## src/verilog/iarc_defines.svh

```systemverilog
// Offsets, field positions, codes and reset values of the auxiliary config block
// Assumes inclusion by bare name from any design file that needs them
`ifndef IARC_DEFINES_SVH
`define IARC_DEFINES_SVH

// Auxiliary mode port locations, port A and port B
`define IARC_AUX_OFS_A      5'h0b
`define IARC_AUX_OFS_B      5'h1b

// Control code field, bits 7 to 5 of a port write
`define IARC_CODE_HI        7
`define IARC_CODE_LO        5
`define IARC_CODE_CMD       3'h0
`define IARC_CODE_RHA       3'h4
`define IARC_CODE_IOC       3'h5

// Auxiliary command codes carried in the low five bits with code 000
`define IARC_CMD_FH         5'h03
`define IARC_CMD_PP_SET     5'h0d
`define IARC_CMD_PP_CLR     5'h05

// Receive handshake config fields
`define IARC_RHA_FULL       4
`define IARC_RHA_SEND_END_WITH_EOS       3
`define IARC_RHA_END_ON_EOS_RECEIVED       2
`define IARC_RHA_HOLDOFF_ON_END_SELECT       1
`define IARC_RHA_HOLDOFF_ON_ALL_SELECT       0

// Interface options config fields
`define IARC_IOC_ISS        4
`define IARC_IOC_INV        3

// Receive modes, {holdoff on END, holdoff on all}
`define IARC_MODE_NORMAL    2'h0
`define IARC_MODE_HOLDOFF_ON_ALL_SELECT      2'h1
`define IARC_MODE_HOLDOFF_ON_END_SELECT      2'h2
`define IARC_MODE_CONT      2'h3

// Reset values
`define IARC_RHA_RESET      5'h00
`define IARC_IOC_RESET      5'h00

`endif

```

## src/verilog/iarc_pkg.sv

```systemverilog
// Types shared by the auxiliary config block
// Assumes the defines header is compiled alongside
package iarc_pkg;

  // Acceptor handshake states
  typedef enum logic [1:0] {
    IARC_ACC_RDY,
    IARC_ACC_WAIT,
    IARC_ACC_HOLD
  } iarc_acc_t;

  // Top-level state
  typedef struct packed {
    logic [4:0] rha;
    logic [4:0] ioc;
    iarc_acc_t  acc;
    logic       rdy;
    logic       di_set;
    logic       end_set;
    logic       eoi;
  } iarc_top_st_t;

  // Status-output state
  typedef struct packed {
    logic pp_flag;
    logic ist;
    logic irq;
  } iarc_opt_st_t;

endpackage

```

## src/verilog/iarc_opt_if.sv

```systemverilog
// Carrier between the top and the ist / interrupt output module
// Assumes one clock domain shared by both ends
`timescale 1ns/100ps

interface iarc_opt_if;
  logic ist_source_select;
  logic irq_polarity_flip;
  logic pp_set;
  logic pp_clr;
  logic srqs;
  logic irq_raw;
  logic ist;
  logic irq_pin;

  modport ctrl (output ist_source_select, irq_polarity_flip, pp_set, pp_clr, srqs, irq_raw,
                input ist, irq_pin);
  modport outs (input ist_source_select, irq_polarity_flip, pp_set, pp_clr, srqs, irq_raw,
                output ist, irq_pin);
endinterface

```

## src/verilog/iarc_top.sv

```systemverilog
// Auxiliary receive and interface configuration of a bus talker/listener
// Assumes all inputs come from logic on core_clk; strobes last one cycle
`include "iarc_defines.svh"
`timescale 1ns/100ps

module iarc_top
  import iarc_pkg::*;
(
  // Clock and reset
  input  wire logic       core_clk,
  input  wire logic       rst,
  // Register port
  input  wire logic       reg_wr,
  input  wire logic [4:0] reg_addr,
  input  wire logic [7:0] reg_wdata,
  // EOS character from its register
  input  wire logic [7:0] eos_char,
  // Talker side
  input  wire logic       tacs,
  input  wire logic [7:0] out_byte,
  output logic            out_eoi,
  // Listener side
  input  wire logic       lacs,
  input  wire logic       rx_valid,
  input  wire logic [7:0] rx_byte,
  input  wire logic       rx_end,
  input  wire logic       dir_read,
  output logic            rfd,
  output logic            rdy,
  output logic            di_flag_set,
  output logic            end_flag_set,
  // Status and interrupt
  input  wire logic       srqs,
  input  wire logic       irq_raw,
  output logic            ist,
  output logic            irq_pin
);

  iarc_top_st_t st_q;
  iarc_top_st_t st_d;
  iarc_opt_if   opt ();

  logic       port_hit;
  logic [2:0] code;
  logic [4:0] cmd;
  logic       fh_cmd;
  logic [1:0] mode;
  logic       tx_match;
  logic       rx_match;
  logic       rx_take;
  logic       eob;

  // Auxiliary command decode, shared by finish handshake and poll flag strobes
  function automatic logic aux_cmd_hit(input logic       hit,
                                       input logic [2:0] cc,
                                       input logic [4:0] cm,
                                       input logic [4:0] want);
    return hit && (cc == `IARC_CODE_CMD) && (cm == want);
  endfunction

  ////////////////////////////////////////////////////////////////////////////
  // Port decode
  always_comb begin
    port_hit = reg_wr && ((reg_addr == `IARC_AUX_OFS_A) ||
                          (reg_addr == `IARC_AUX_OFS_B));
    code     = reg_wdata[`IARC_CODE_HI:`IARC_CODE_LO];
    cmd      = reg_wdata[4:0];
    fh_cmd   = aux_cmd_hit(port_hit, code, cmd, `IARC_CMD_FH);
  end

  // Receive mode from the holdoff pair
  assign mode = {st_q.rha[`IARC_RHA_HOLDOFF_ON_END_SELECT], st_q.rha[`IARC_RHA_HOLDOFF_ON_ALL_SELECT]};

  ////////////////////////////////////////////////////////////////////////////
  // EOS comparators
  iarc_eos_cmp #(.W(8)) u_tx_cmp (
    .data_byte (out_byte),
    .eos_char  (eos_char),
    .full_byte (st_q.rha[`IARC_RHA_FULL]),
    .match     (tx_match)
  );

  iarc_eos_cmp #(.W(8)) u_rx_cmp (
    .data_byte (rx_byte),
    .eos_char  (eos_char),
    .full_byte (st_q.rha[`IARC_RHA_FULL]),
    .match     (rx_match)
  );

  // Byte taken only while listening and ready
  always_comb begin
    rx_take = lacs && rx_valid && (st_q.acc == IARC_ACC_RDY);
    eob     = rx_end || (st_q.rha[`IARC_RHA_END_ON_EOS_RECEIVED] && rx_match);
  end

  ////////////////////////////////////////////////////////////////////////////
  // Next state
  always_comb begin
    st_d         = st_q;
    st_d.rdy     = 1'b0;
    st_d.di_set  = 1'b0;
    st_d.end_set = 1'b0;
    // Config loads through the auxiliary mode port
    if (port_hit && (code == `IARC_CODE_RHA)) begin
      st_d.rha = cmd;
    end
    if (port_hit && (code == `IARC_CODE_IOC)) begin
      st_d.ioc = cmd;
    end
    // EOI goes out with a matching talker byte
    st_d.eoi = tacs && st_q.rha[`IARC_RHA_SEND_END_WITH_EOS] && tx_match;
    // END status on EOS received
    if (lacs && rx_valid && st_q.rha[`IARC_RHA_END_ON_EOS_RECEIVED] && rx_match) begin
      st_d.end_set = 1'b1;
    end
    // Acceptor handshake
    unique case (st_q.acc)
      IARC_ACC_RDY: begin
        if (rx_take) begin
          st_d.di_set = (mode != `IARC_MODE_CONT);
          if (mode == `IARC_MODE_HOLDOFF_ON_ALL_SELECT) begin
            st_d.acc = IARC_ACC_HOLD;
          end else if ((mode == `IARC_MODE_HOLDOFF_ON_END_SELECT) && eob) begin
            st_d.acc = IARC_ACC_HOLD;
          end else if ((mode == `IARC_MODE_CONT) && eob) begin
            st_d.acc = IARC_ACC_HOLD;
          end else begin
            st_d.acc = IARC_ACC_WAIT;
          end
        end
      end
      IARC_ACC_WAIT: begin
        if (mode == `IARC_MODE_CONT) begin
          st_d.acc = IARC_ACC_RDY;
          st_d.rdy = 1'b1;
        end else if ((mode != `IARC_MODE_HOLDOFF_ON_ALL_SELECT) && dir_read) begin
          st_d.acc = IARC_ACC_RDY;
          st_d.rdy = 1'b1;
        end
      end
      IARC_ACC_HOLD: begin
        if (fh_cmd) begin
          st_d.acc = IARC_ACC_RDY;
          st_d.rdy = 1'b1;
        end
      end
      default: begin
        st_d.acc = IARC_ACC_RDY;
      end
    endcase
  end

  // State register
  always_ff @(posedge core_clk) begin
    if (rst) begin
      st_q.rha     <= `IARC_RHA_RESET;
      st_q.ioc     <= `IARC_IOC_RESET;
      st_q.acc     <= IARC_ACC_RDY;
      st_q.rdy     <= 1'b0;
      st_q.di_set  <= 1'b0;
      st_q.end_set <= 1'b0;
      st_q.eoi     <= 1'b0;
    end else begin
      st_q <= st_d;
    end
  end

  ////////////////////////////////////////////////////////////////////////////
  // Status and interrupt outputs
  always_comb begin
    opt.ist_source_select = st_q.ioc[`IARC_IOC_ISS];
    opt.irq_polarity_flip = st_q.ioc[`IARC_IOC_INV];
    opt.pp_set  = aux_cmd_hit(port_hit, code, cmd, `IARC_CMD_PP_SET);
    opt.pp_clr  = aux_cmd_hit(port_hit, code, cmd, `IARC_CMD_PP_CLR);
    opt.srqs    = srqs;
    opt.irq_raw = irq_raw;
  end

  iarc_ist_irq u_ist_irq (
    .core_clk (core_clk),
    .rst      (rst),
    .opt      (opt.outs)
  );

  // Outputs
  assign ist          = opt.ist;
  assign irq_pin      = opt.irq_pin;
  assign out_eoi      = st_q.eoi;
  assign rfd          = (st_q.acc == IARC_ACC_RDY);
  assign rdy          = st_q.rdy;
  assign di_flag_set  = st_q.di_set;
  assign end_flag_set = st_q.end_set;

  ////////////////////////////////////////////////////////////////////////////
  // Checks
  rha_load_a: assert property (@(posedge core_clk) disable iff (rst)
    (port_hit && (code == `IARC_CODE_RHA)) |=> (st_q.rha == $past(reg_wdata[4:0])))
    else $error("receive handshake config not loaded");
  ioc_load_a: assert property (@(posedge core_clk) disable iff (rst)
    (reg_wr && (reg_addr == `IARC_AUX_OFS_B) && (code == `IARC_CODE_IOC))
      |=> (st_q.ioc == $past(reg_wdata[4:0])))
    else $error("interface options config not loaded via port B");
  port_alias_a: assert property (@(posedge core_clk) disable iff (rst)
    (reg_wr && (reg_addr != `IARC_AUX_OFS_A) && (reg_addr != `IARC_AUX_OFS_B))
      |=> ((st_q.rha == $past(st_q.rha)) && (st_q.ioc == $past(st_q.ioc))))
    else $error("config changed by write to another location");
  eos_seven_a: assert property (@(posedge core_clk) disable iff (rst)
    (tacs && st_q.rha[`IARC_RHA_SEND_END_WITH_EOS] && !st_q.rha[`IARC_RHA_FULL] &&
     (out_byte[6:0] == eos_char[6:0])) |=> out_eoi)
    else $error("seven-bit EOS match missed");
  eoi_send_a: assert property (@(posedge core_clk) disable iff (rst)
    out_eoi |-> $past(tacs && st_q.rha[`IARC_RHA_SEND_END_WITH_EOS] && tx_match))
    else $error("EOI sent without matching talker byte");
  end_on_eos_a: assert property (@(posedge core_clk) disable iff (rst)
    (lacs && rx_valid && st_q.rha[`IARC_RHA_END_ON_EOS_RECEIVED] && rx_match) |=> end_flag_set)
    else $error("END flag not set on EOS");
  normal_read_a: assert property (@(posedge core_clk) disable iff (rst)
    ((st_q.acc == IARC_ACC_WAIT) && (mode == `IARC_MODE_NORMAL) && dir_read)
      |=> (rfd && rdy))
    else $error("normal read did not restart handshake");
  hold_all_a: assert property (@(posedge core_clk) disable iff (rst)
    (rx_take && (mode == `IARC_MODE_HOLDOFF_ON_ALL_SELECT)) ##1 (!fh_cmd) [*2] |-> !rfd)
    else $error("holdoff on all released without finish");
  hold_end_a: assert property (@(posedge core_clk) disable iff (rst)
    (rx_take && (mode == `IARC_MODE_HOLDOFF_ON_END_SELECT) && eob) |=> (st_q.acc == IARC_ACC_HOLD))
    else $error("holdoff on END missed end of block");
  cont_auto_a: assert property (@(posedge core_clk) disable iff (rst)
    (rx_take && (mode == `IARC_MODE_CONT) && !eob) |=> !rfd ##1 (rfd && rdy))
    else $error("continuous mode did not auto-ready");
  cont_no_di_a: assert property (@(posedge core_clk) disable iff (rst)
    (rx_take && (mode == `IARC_MODE_CONT)) |=> !di_flag_set)
    else $error("data-in set in continuous mode");
  mode_normal_a: assert property (@(posedge core_clk) disable iff (rst)
    (rx_take && (mode == `IARC_MODE_NORMAL)) |=> (di_flag_set && (st_q.acc == IARC_ACC_WAIT)))
    else $error("normal mode did not wait for read");
  reset_cfg_a: assert property (@(posedge core_clk)
    rst |=> ((st_q.rha == `IARC_RHA_RESET) && (st_q.ioc == `IARC_IOC_RESET)))
    else $error("configs not cleared by reset");
  reset_outs_a: assert property (@(posedge core_clk)
    rst |=> (rfd && !rdy && !di_flag_set && !end_flag_set && !out_eoi))
    else $error("outputs not idle after reset");

  // Port A location loads the options config as well
  ioc_alias_a: assert property (@(posedge core_clk) disable iff (rst)
    (reg_wr && (reg_addr == `IARC_AUX_OFS_A) && (code == `IARC_CODE_IOC))
      |=> (st_q.ioc == $past(reg_wdata[4:0])))
    else $error("interface options config not loaded via port A");

  // Full-byte compare refuses a top-bit mismatch
  eos_full_a: assert property (@(posedge core_clk) disable iff (rst)
    (st_q.rha[`IARC_RHA_FULL] && (out_byte[7] != eos_char[7])) |=> !out_eoi)
    else $error("full-byte EOS matched on differing top bit");

  // Holdoff stays until finish handshake, then restarts
  hold_keep_a: assert property (@(posedge core_clk) disable iff (rst)
    ((st_q.acc == IARC_ACC_HOLD) && !fh_cmd) |=> !rfd)
    else $error("holdoff released without finish");
  fh_release_a: assert property (@(posedge core_clk) disable iff (rst)
    ((st_q.acc == IARC_ACC_HOLD) && fh_cmd) |=> (rfd && rdy))
    else $error("finish handshake did not release holdoff");

  // Holdoff on END passes ordinary bytes to a normal wait
  holdoff_on_end_select_pass_a: assert property (@(posedge core_clk) disable iff (rst)
    (rx_take && (mode == `IARC_MODE_HOLDOFF_ON_END_SELECT) && !eob) |=> (st_q.acc == IARC_ACC_WAIT))
    else $error("holdoff on END held an ordinary byte");

  // Continuous mode holds off at end of block
  cont_end_a: assert property (@(posedge core_clk) disable iff (rst)
    (rx_take && (mode == `IARC_MODE_CONT) && eob) |=> (st_q.acc == IARC_ACC_HOLD))
    else $error("continuous mode missed end of block");

endmodule

```

## src/verilog/iarc_eos_cmp.sv

```systemverilog
// EOS character comparator, seven or eight bits wide
// Assumes inputs from logic on the same clock
`timescale 1ns/100ps

module iarc_eos_cmp #(
  parameter int W = 8
) (
  // Operands
  input  wire logic [W-1:0] data_byte,
  input  wire logic [W-1:0] eos_char,
  // Width select
  input  wire logic         full_byte,
  // Result
  output logic              match
);

  // Top bit ignored unless the full byte is selected
  always_comb begin
    match = (data_byte[W-2:0] == eos_char[W-2:0]) &&
            (!full_byte || (data_byte[W-1] == eos_char[W-1]));
  end

endmodule

```

## src/verilog/iarc_ist_irq.sv

```systemverilog
// Individual status source, parallel poll flag and interrupt polarity
// Assumes set and clear pulses last one cycle
`timescale 1ns/100ps

module iarc_ist_irq
  import iarc_pkg::*;
(
  // Clock and reset
  input  wire logic core_clk,
  input  wire logic rst,
  // Control side
  iarc_opt_if.outs  opt
);

  iarc_opt_st_t st_q;
  iarc_opt_st_t st_d;

  ////////////////////////////////////////////////////////////////////////////
  // Next state
  always_comb begin
    st_d = st_q;
    // Flag moves only on its two commands
    if (opt.pp_set) begin
      st_d.pp_flag = 1'b1;
    end else if (opt.pp_clr) begin
      st_d.pp_flag = 1'b0;
    end
    st_d.ist = opt.ist_source_select ? opt.srqs : st_q.pp_flag;
    st_d.irq = opt.irq_polarity_flip ? !opt.irq_raw : opt.irq_raw;
  end

  // State register
  always_ff @(posedge core_clk) begin
    if (rst) begin
      st_q <= '0;
    end else begin
      st_q <= st_d;
    end
  end

  assign opt.ist     = st_q.ist;
  assign opt.irq_pin = st_q.irq;

  ////////////////////////////////////////////////////////////////////////////
  // Checks
  pp_flag_cmd_a: assert property (@(posedge core_clk) disable iff (rst)
    ($past(st_q.pp_flag) != st_q.pp_flag) |-> ($past(opt.pp_set) || $past(opt.pp_clr)))
    else $error("parallel poll flag moved without a command");
  ist_select_a: assert property (@(posedge core_clk) disable iff (rst)
    opt.ist_source_select |=> (opt.ist == $past(opt.srqs)))
    else $error("ist does not follow service request state");
  ist_flag_a: assert property (@(posedge core_clk) disable iff (rst)
    !opt.ist_source_select |=> (opt.ist == $past(st_q.pp_flag)))
    else $error("ist does not follow parallel poll flag");
  irq_polarity_a: assert property (@(posedge core_clk) disable iff (rst)
    1'b1 |=> (opt.irq_pin == ($past(opt.irq_raw) ^ $past(opt.irq_polarity_flip))))
    else $error("interrupt pin polarity wrong");

endmodule

```

## config.mk

```make
export PLATFORM = sky130hd
export DESIGN_NAME = iarc_top
export DESIGN_NICKNAME = d
export VERILOG_FILES = /design/src/verilog/iarc_pkg.sv /design/src/verilog/iarc_opt_if.sv /design/src/verilog/iarc_top.sv /design/src/verilog/iarc_eos_cmp.sv /design/src/verilog/iarc_ist_irq.sv
export VERILOG_INCLUDE_DIRS = /design/src /design/src/verilog
export SDC_FILE = /design/constraint.sdc
export NUM_CORES = 1
export LEC_CHECK = 0
export BUFFER_PORTS_ARGS = -buffer_cell sky130_fd_sc_hd__clkbuf_2
export CAP_MARGIN = 20
export CORE_MARGIN = 3
export CORE_UTILIZATION = 47
export CTS_CLUSTER_DIAMETER = 100
export DETAILED_ROUTE_END_ITERATION = 8
export PLACE_DENSITY = 0.89
export SYNTH_ARGS = -nofsm -noshare
export SYNTH_HDL_FRONTEND = slang
export SYNTH_SLANG_ARGS = --single-unit
```

## constraint.sdc

```tcl
create_clock -name core_clk -period 2.1 [get_ports core_clk]
set_clock_uncertainty 0.2 [all_clocks]
set_input_delay 0.42 -clock core_clk [delete_from_list [all_inputs] [get_ports core_clk]]
set_output_delay 0.42 -clock core_clk [all_outputs]
set_load 0.05 [all_outputs]
```

---- Yosys cells after proc, flatten, opt, wreduce, memory -nomap -nowiden ----
Index checks and enable logic that the tools add are counted.
W data, S select, Z words.
word-level totals
  flip-flop bits (word level) ............. 19
  input port bits ......................... 47
cells by class
  eq/ne operators ......................... 21
  muxes and demuxes ....................... 14
  bitwise logic cells ..................... 2
  reductions and logical operators ........ 30
operators with widths
  operator              count
  $logic_and A1 B1 Y1   19
  $eq A7 B7 Y1          2
  $eq A5 B4 Y1 const B  2
  $mux W3               3
  $mux W2               4
  $eq A2 B2 Y1 const B  3
  $eq A3 B3 Y1 const B  2
  $pmux W2 S3           1
  $eq A5 B2 Y1 const B  1
  $eq A5 B3 Y1 const B  1
  $eq A5 B5 Y1 const B  1
  $mux W1               5
  $eq A2 B1 Y1 const B  2
  $logic_or A1 B1 Y1    4
  $ne A2 B1 Y1 const B  2
  $ne A2 B2 Y1 const B  2
  $logic_not A3 Y1      1
  $ne A3 B3 Y1 const B  1
  $reduce_and A3 Y1     1
  $reduce_or A3 Y1      1
  $eq A1 B1 Y1          2
  $logic_not A1 Y1      2
  $logic_not A2 Y1      1
  $not A1 Y1            2
  2 further kinds       2

---- Longest topological paths before layout ----
  depth in word-level cells ............... 11
  mapped depth ............................ 5
  mapped depth without buffers ............ 5

---- Modules after synthesis ----
From an unflattened synthesis, not the netlist that was laid out.
unflattened totals
  cell total of the unflattened synthesis .. 101
  area, all modules ....................... 947.2 um^2
by module, submodules not included
  module        instances  cells an instance  area an instance (um^2)
  iarc_top      1          69                 654.4
  iarc_eos_cmp  2          11                 93.8
  iarc_ist_irq  1          10                 105.1

---- Worst setup path before layout ----
No wires, ideal clock.
  path type ............................... register to register
  start ................................... register st_q[4] (netlist name)
  end ..................................... register st_q[4] (netlist name)
  setup time .............................. 117 ps
  arrival ................................. 1447 ps
  data required time ...................... 1783 ps
  path slack .............................. 335 ps
  cell stages (with the launch flop) ...... 6
  buffers on the path ..................... 0
  clock period less this slack ............ 1765 ps
  cells stage by stage .................... dfxtp_1 > inv_1 > ha_1 > a22oi_2 > o211a_1 > a32o_1
on the way
  word-level cells in the longest chain between the ends .. 4
ends and longest elaborated chain
  element                             line             RTL
  from (decl)                         iarc_top.sv:39   iarc_top_st_t st_q;
  from (signal assigned)              iarc_top.sv:164  st_q <= st_d;
  $logic_not A2 Y1 *                  n/a
  via rfd                             iarc_top.sv:28   output logic rfd,
  $logic_and A1 B1 Y1                 iarc_top.sv:92   rx_take = lacs && rx_valid && (st_q.acc == IARC_ACC_RDY);
  $ne A2 B1 Y1 (no source line)       n/a
  $reduce_and A3 Y1 (no source line)  n/a
Mark *: on every way through the listed nets, which the timed path passes. The rest lies on a longest branch.
A chain may end at the register's enable or synchronous reset.

---- Worst setup path in the final report ----
  start ................................... register st_q[4] (netlist name)
  end ..................................... output port rfd
on the way
  word-level cells in the longest chain between the ends .. 1
ends and longest elaborated chain
  element           line             RTL
  $logic_not A2 Y1  iarc_top.sv:189  assign rfd = (st_q.acc == IARC_ACC_RDY);
  to (decl)         iarc_top.sv:28
No other way between the ends.

==> metrics.md <==
| Metric | Value |
|---|---|
| Status | completed |
| Fin crit period | 1920 ps |
| Die span in y | 52.2 um |
| Area share of and/or/nand/nor cells after synthesis | 25.3% |
| Drt pass-1 iters | 4 |
| Fillers | 171 |
| Worst Path Buf+Inv | 2 |
| Worst-Margin Slew | 343 ps |
| Maximum vdd drop | 0.480 mV |
| Overall global routing resource usage | 18.5% |
| Syn Inst Count | 105 |
| Worst hold path class | primary input to flip-flop |
| Initial Util | 50.5% |
| HP Start | irq_raw |
| Place WS | 257 ps |
| Clock Path Buffers | 2 |
| Arrival @ worst endpoint | 1300 ps |
| Number of global-route vias before repair | 948 |
| Top cells by area, synth | dfxtp_1 (32%), mux2i_1 (11%), xnor2_1 (9.6%) |
| Critical Path End Type | output port |
| Crit Path Class | flip-flop to output port |
| Sink Count | 16 |
| Synthesized area per cell | 9.53 um^2 |
| Cell variety after synth | 36 |
| Reg area | 320 um^2 |
| Largest register by flop count | st_q |
| Mux cell area share after synthesis | 11.0% |
| Post-CTS resize count | 0 |
| Routability Congestion | 0.859 |
| Leakage | 0.597 nW |
| Port buffer count | 52 |
| Final cell count without fillers | 185 |
| Post-synthesis adder-cell area fraction | 5.00% |
| Gr ovfl total | 0 |
| Synth area leader | dfxtp_1 |
| Vias/cell | 5.22 |
| Worst r2r src | st_q[4] |
| Full die area | 2720 um^2 |
| Setup bufs post-CTS | 0 |
| Largest register FFs | 5 |
| Setup Viol. Count Final | 0 |
| Final WS setup | 177 ps |
| Detailed placement HPWL | 2000 um |
| Post-synthesis xor/xnor area fraction | 14.9% |
| Commonest non-fill, non-tap cell in the layout | clkbuf_2 |
| Placed cell count | 182 |
| Power density cells | 507 nW/um^2 |
| Clk slew on worst S/H paths | 80 ps |
| Yosys top cell area share | 32.0% |
| Setup TNS | 0 ps |
| Max incr delay on CP | 340 ps |
| Largest family of logic cells by synthesized area | simple AND/OR/NAND/NOR gates |
| Post-synth EDFFs | 0 |
| Max Clk Rate | 0.520 GHz |
| DR iter-0 viols | 19 |
| Crit Path Max Fanout | 5 |
| CTS tree | built |
| Worst EP required | 1480 ps |
| I/O pin cnt | 54 |
| ANT cells | 0 |
| Crit-path cells | inv_1 > ha_1 > clkbuf_2 |
| Total Power | 0.664 mW |
| Chip width | 52.2 um |
| DRT antenna net count | 0 |
| Initial antenna violation count | 0 |
| Core Area | 1980 um^2 |
| Clk Latency, worst-skew pair | 280 ps |
| Main flop type after synthesis | dfxtp_1 |
| Post-synth ARST share | 0% |
| Rel. slew slack | 76.8% |
| Flops & latches, synth | 16 |
| Drt wl/cell | 12.6 um |
| H-tree Lvls | 1 |
| Final period util | 91.6% |
| CP startpoint | st_q[4] |
| Ys Warns | 0 |
| Compound-gate portion of the synthesized area | 8.75% |
| Multi-input logic area | 649 um^2 |
| Crit-path leading delay family | buffers and inverters |
| Maxcap violations | 0 |
| Mapped Area | 1000 um^2 |
| Final Slew Violations | 0 |
| RSZ-0062 raised after global routing | no |
| Largest net degree at the start of global routing | 16 |
| DR vias | 965 |
| Row count | 16 |
| CP max stage cell | dfxtp_1 |
| DRC | 0 |
| Seq/Total Area, Yosys | 32.0% |
| CTS root buf | clkbuf_4 |
| Layout Nets | 211 |
| Fin. Hold Viols | 0 |
| Num CTS Buffers | 3 |
| First-pass GRT wire length | 3770 um |
| Final WL | 2330 um |
| CTS Hold Bufs | 0 |
| Synthesis-to-layout area growth | 30.8% |
| Startpoint Class | flip-flop |
| Most frequent cells in the layout | clkbuf_2 (52), dfxtp_1 (16), nor2_1 (12), xnor2_1 (11), mux2i_1 (11) |
| Layout cells sized above 1 | 38.6% |
| Syn nets | 156 |
-- layout make-up --
| type | count | area share [%] |
|---|---|---|
| Tap cell | 27 | 2.58 |
| Clock buffer | 3 | 1.72 |
| Sequential cell | 16 | 24.5 |
| Timing Repair Buffer | 52 | 19.9 |
| Inverter | 6 | 1.72 |
| Multi-Input combinational cell | 81 | 49.6 |
-- cell families (layout without fill, tap and decap cells) --
family	Yosys count	count (layout)
buffers and inverters	8	61
adder cells (fa/ha/maj)	4	4
XOR/XNOR	17	17
AND/OR/NAND/NOR	39	39
AO/OA/AOI/OAI	10	10
multiplexers	11	11
flip-flops	16	16
-- worst register-to-register path, stage by stage, from the launching register on --
cell	delay, ps
dfxtp_1	380
inv_1	100
ha_1	270
a22oi_2	220
o2111ai_1	150
o32ai_1	230
-- worst paths after layout --
path	endpoint	slack, ps	cells after the start
worst min register to register	out_eoi	280	1
worst min-delay path	u_ist_irq.opt.irq_pin	180	3
worst max-delay path	rfd	180	3
worst max register to register	st_q[5]	480	5
-- Yosys cell counts, drive strengths merged, types with 2 or more instances --
cell type and number:
nor4b 2, ha 4, nor3 2, mux2i 11, nand2 5, dfxtp 16, inv 6, and4 2
nand4 4, xnor2 11, xor2 6, and3 2, nor2 12, nor3b 2
-- metrics by stage --
step	hold WS, ps	cell area [um^2]	utilization [%]
2_1_floorplan	232	1000	-
3_3_place_gp	261	1290	64.9
3_5_place_dp	277	1290	64.9
4_1_cts	181	1310	66.0
5_1_grt	205	1310	66.0
6_report	178	1310	66.0
-- where the power goes --
group,switching [mW],internal (mW)
Combinational,0.107,0.0878
Sequential,0.00540,0.311
Clock,0.0865,0.0666
-- per-layer routing --
layer  wire, um  track usage (%)  up-vias
met3        152             4.87        8
met1        895             19.6      433
met4         59             8.51        0
li1           -                -      484
met5          0                0        -
met2       1220             33.7       40
No activity file was read; power rests on OpenSTA's default activity.
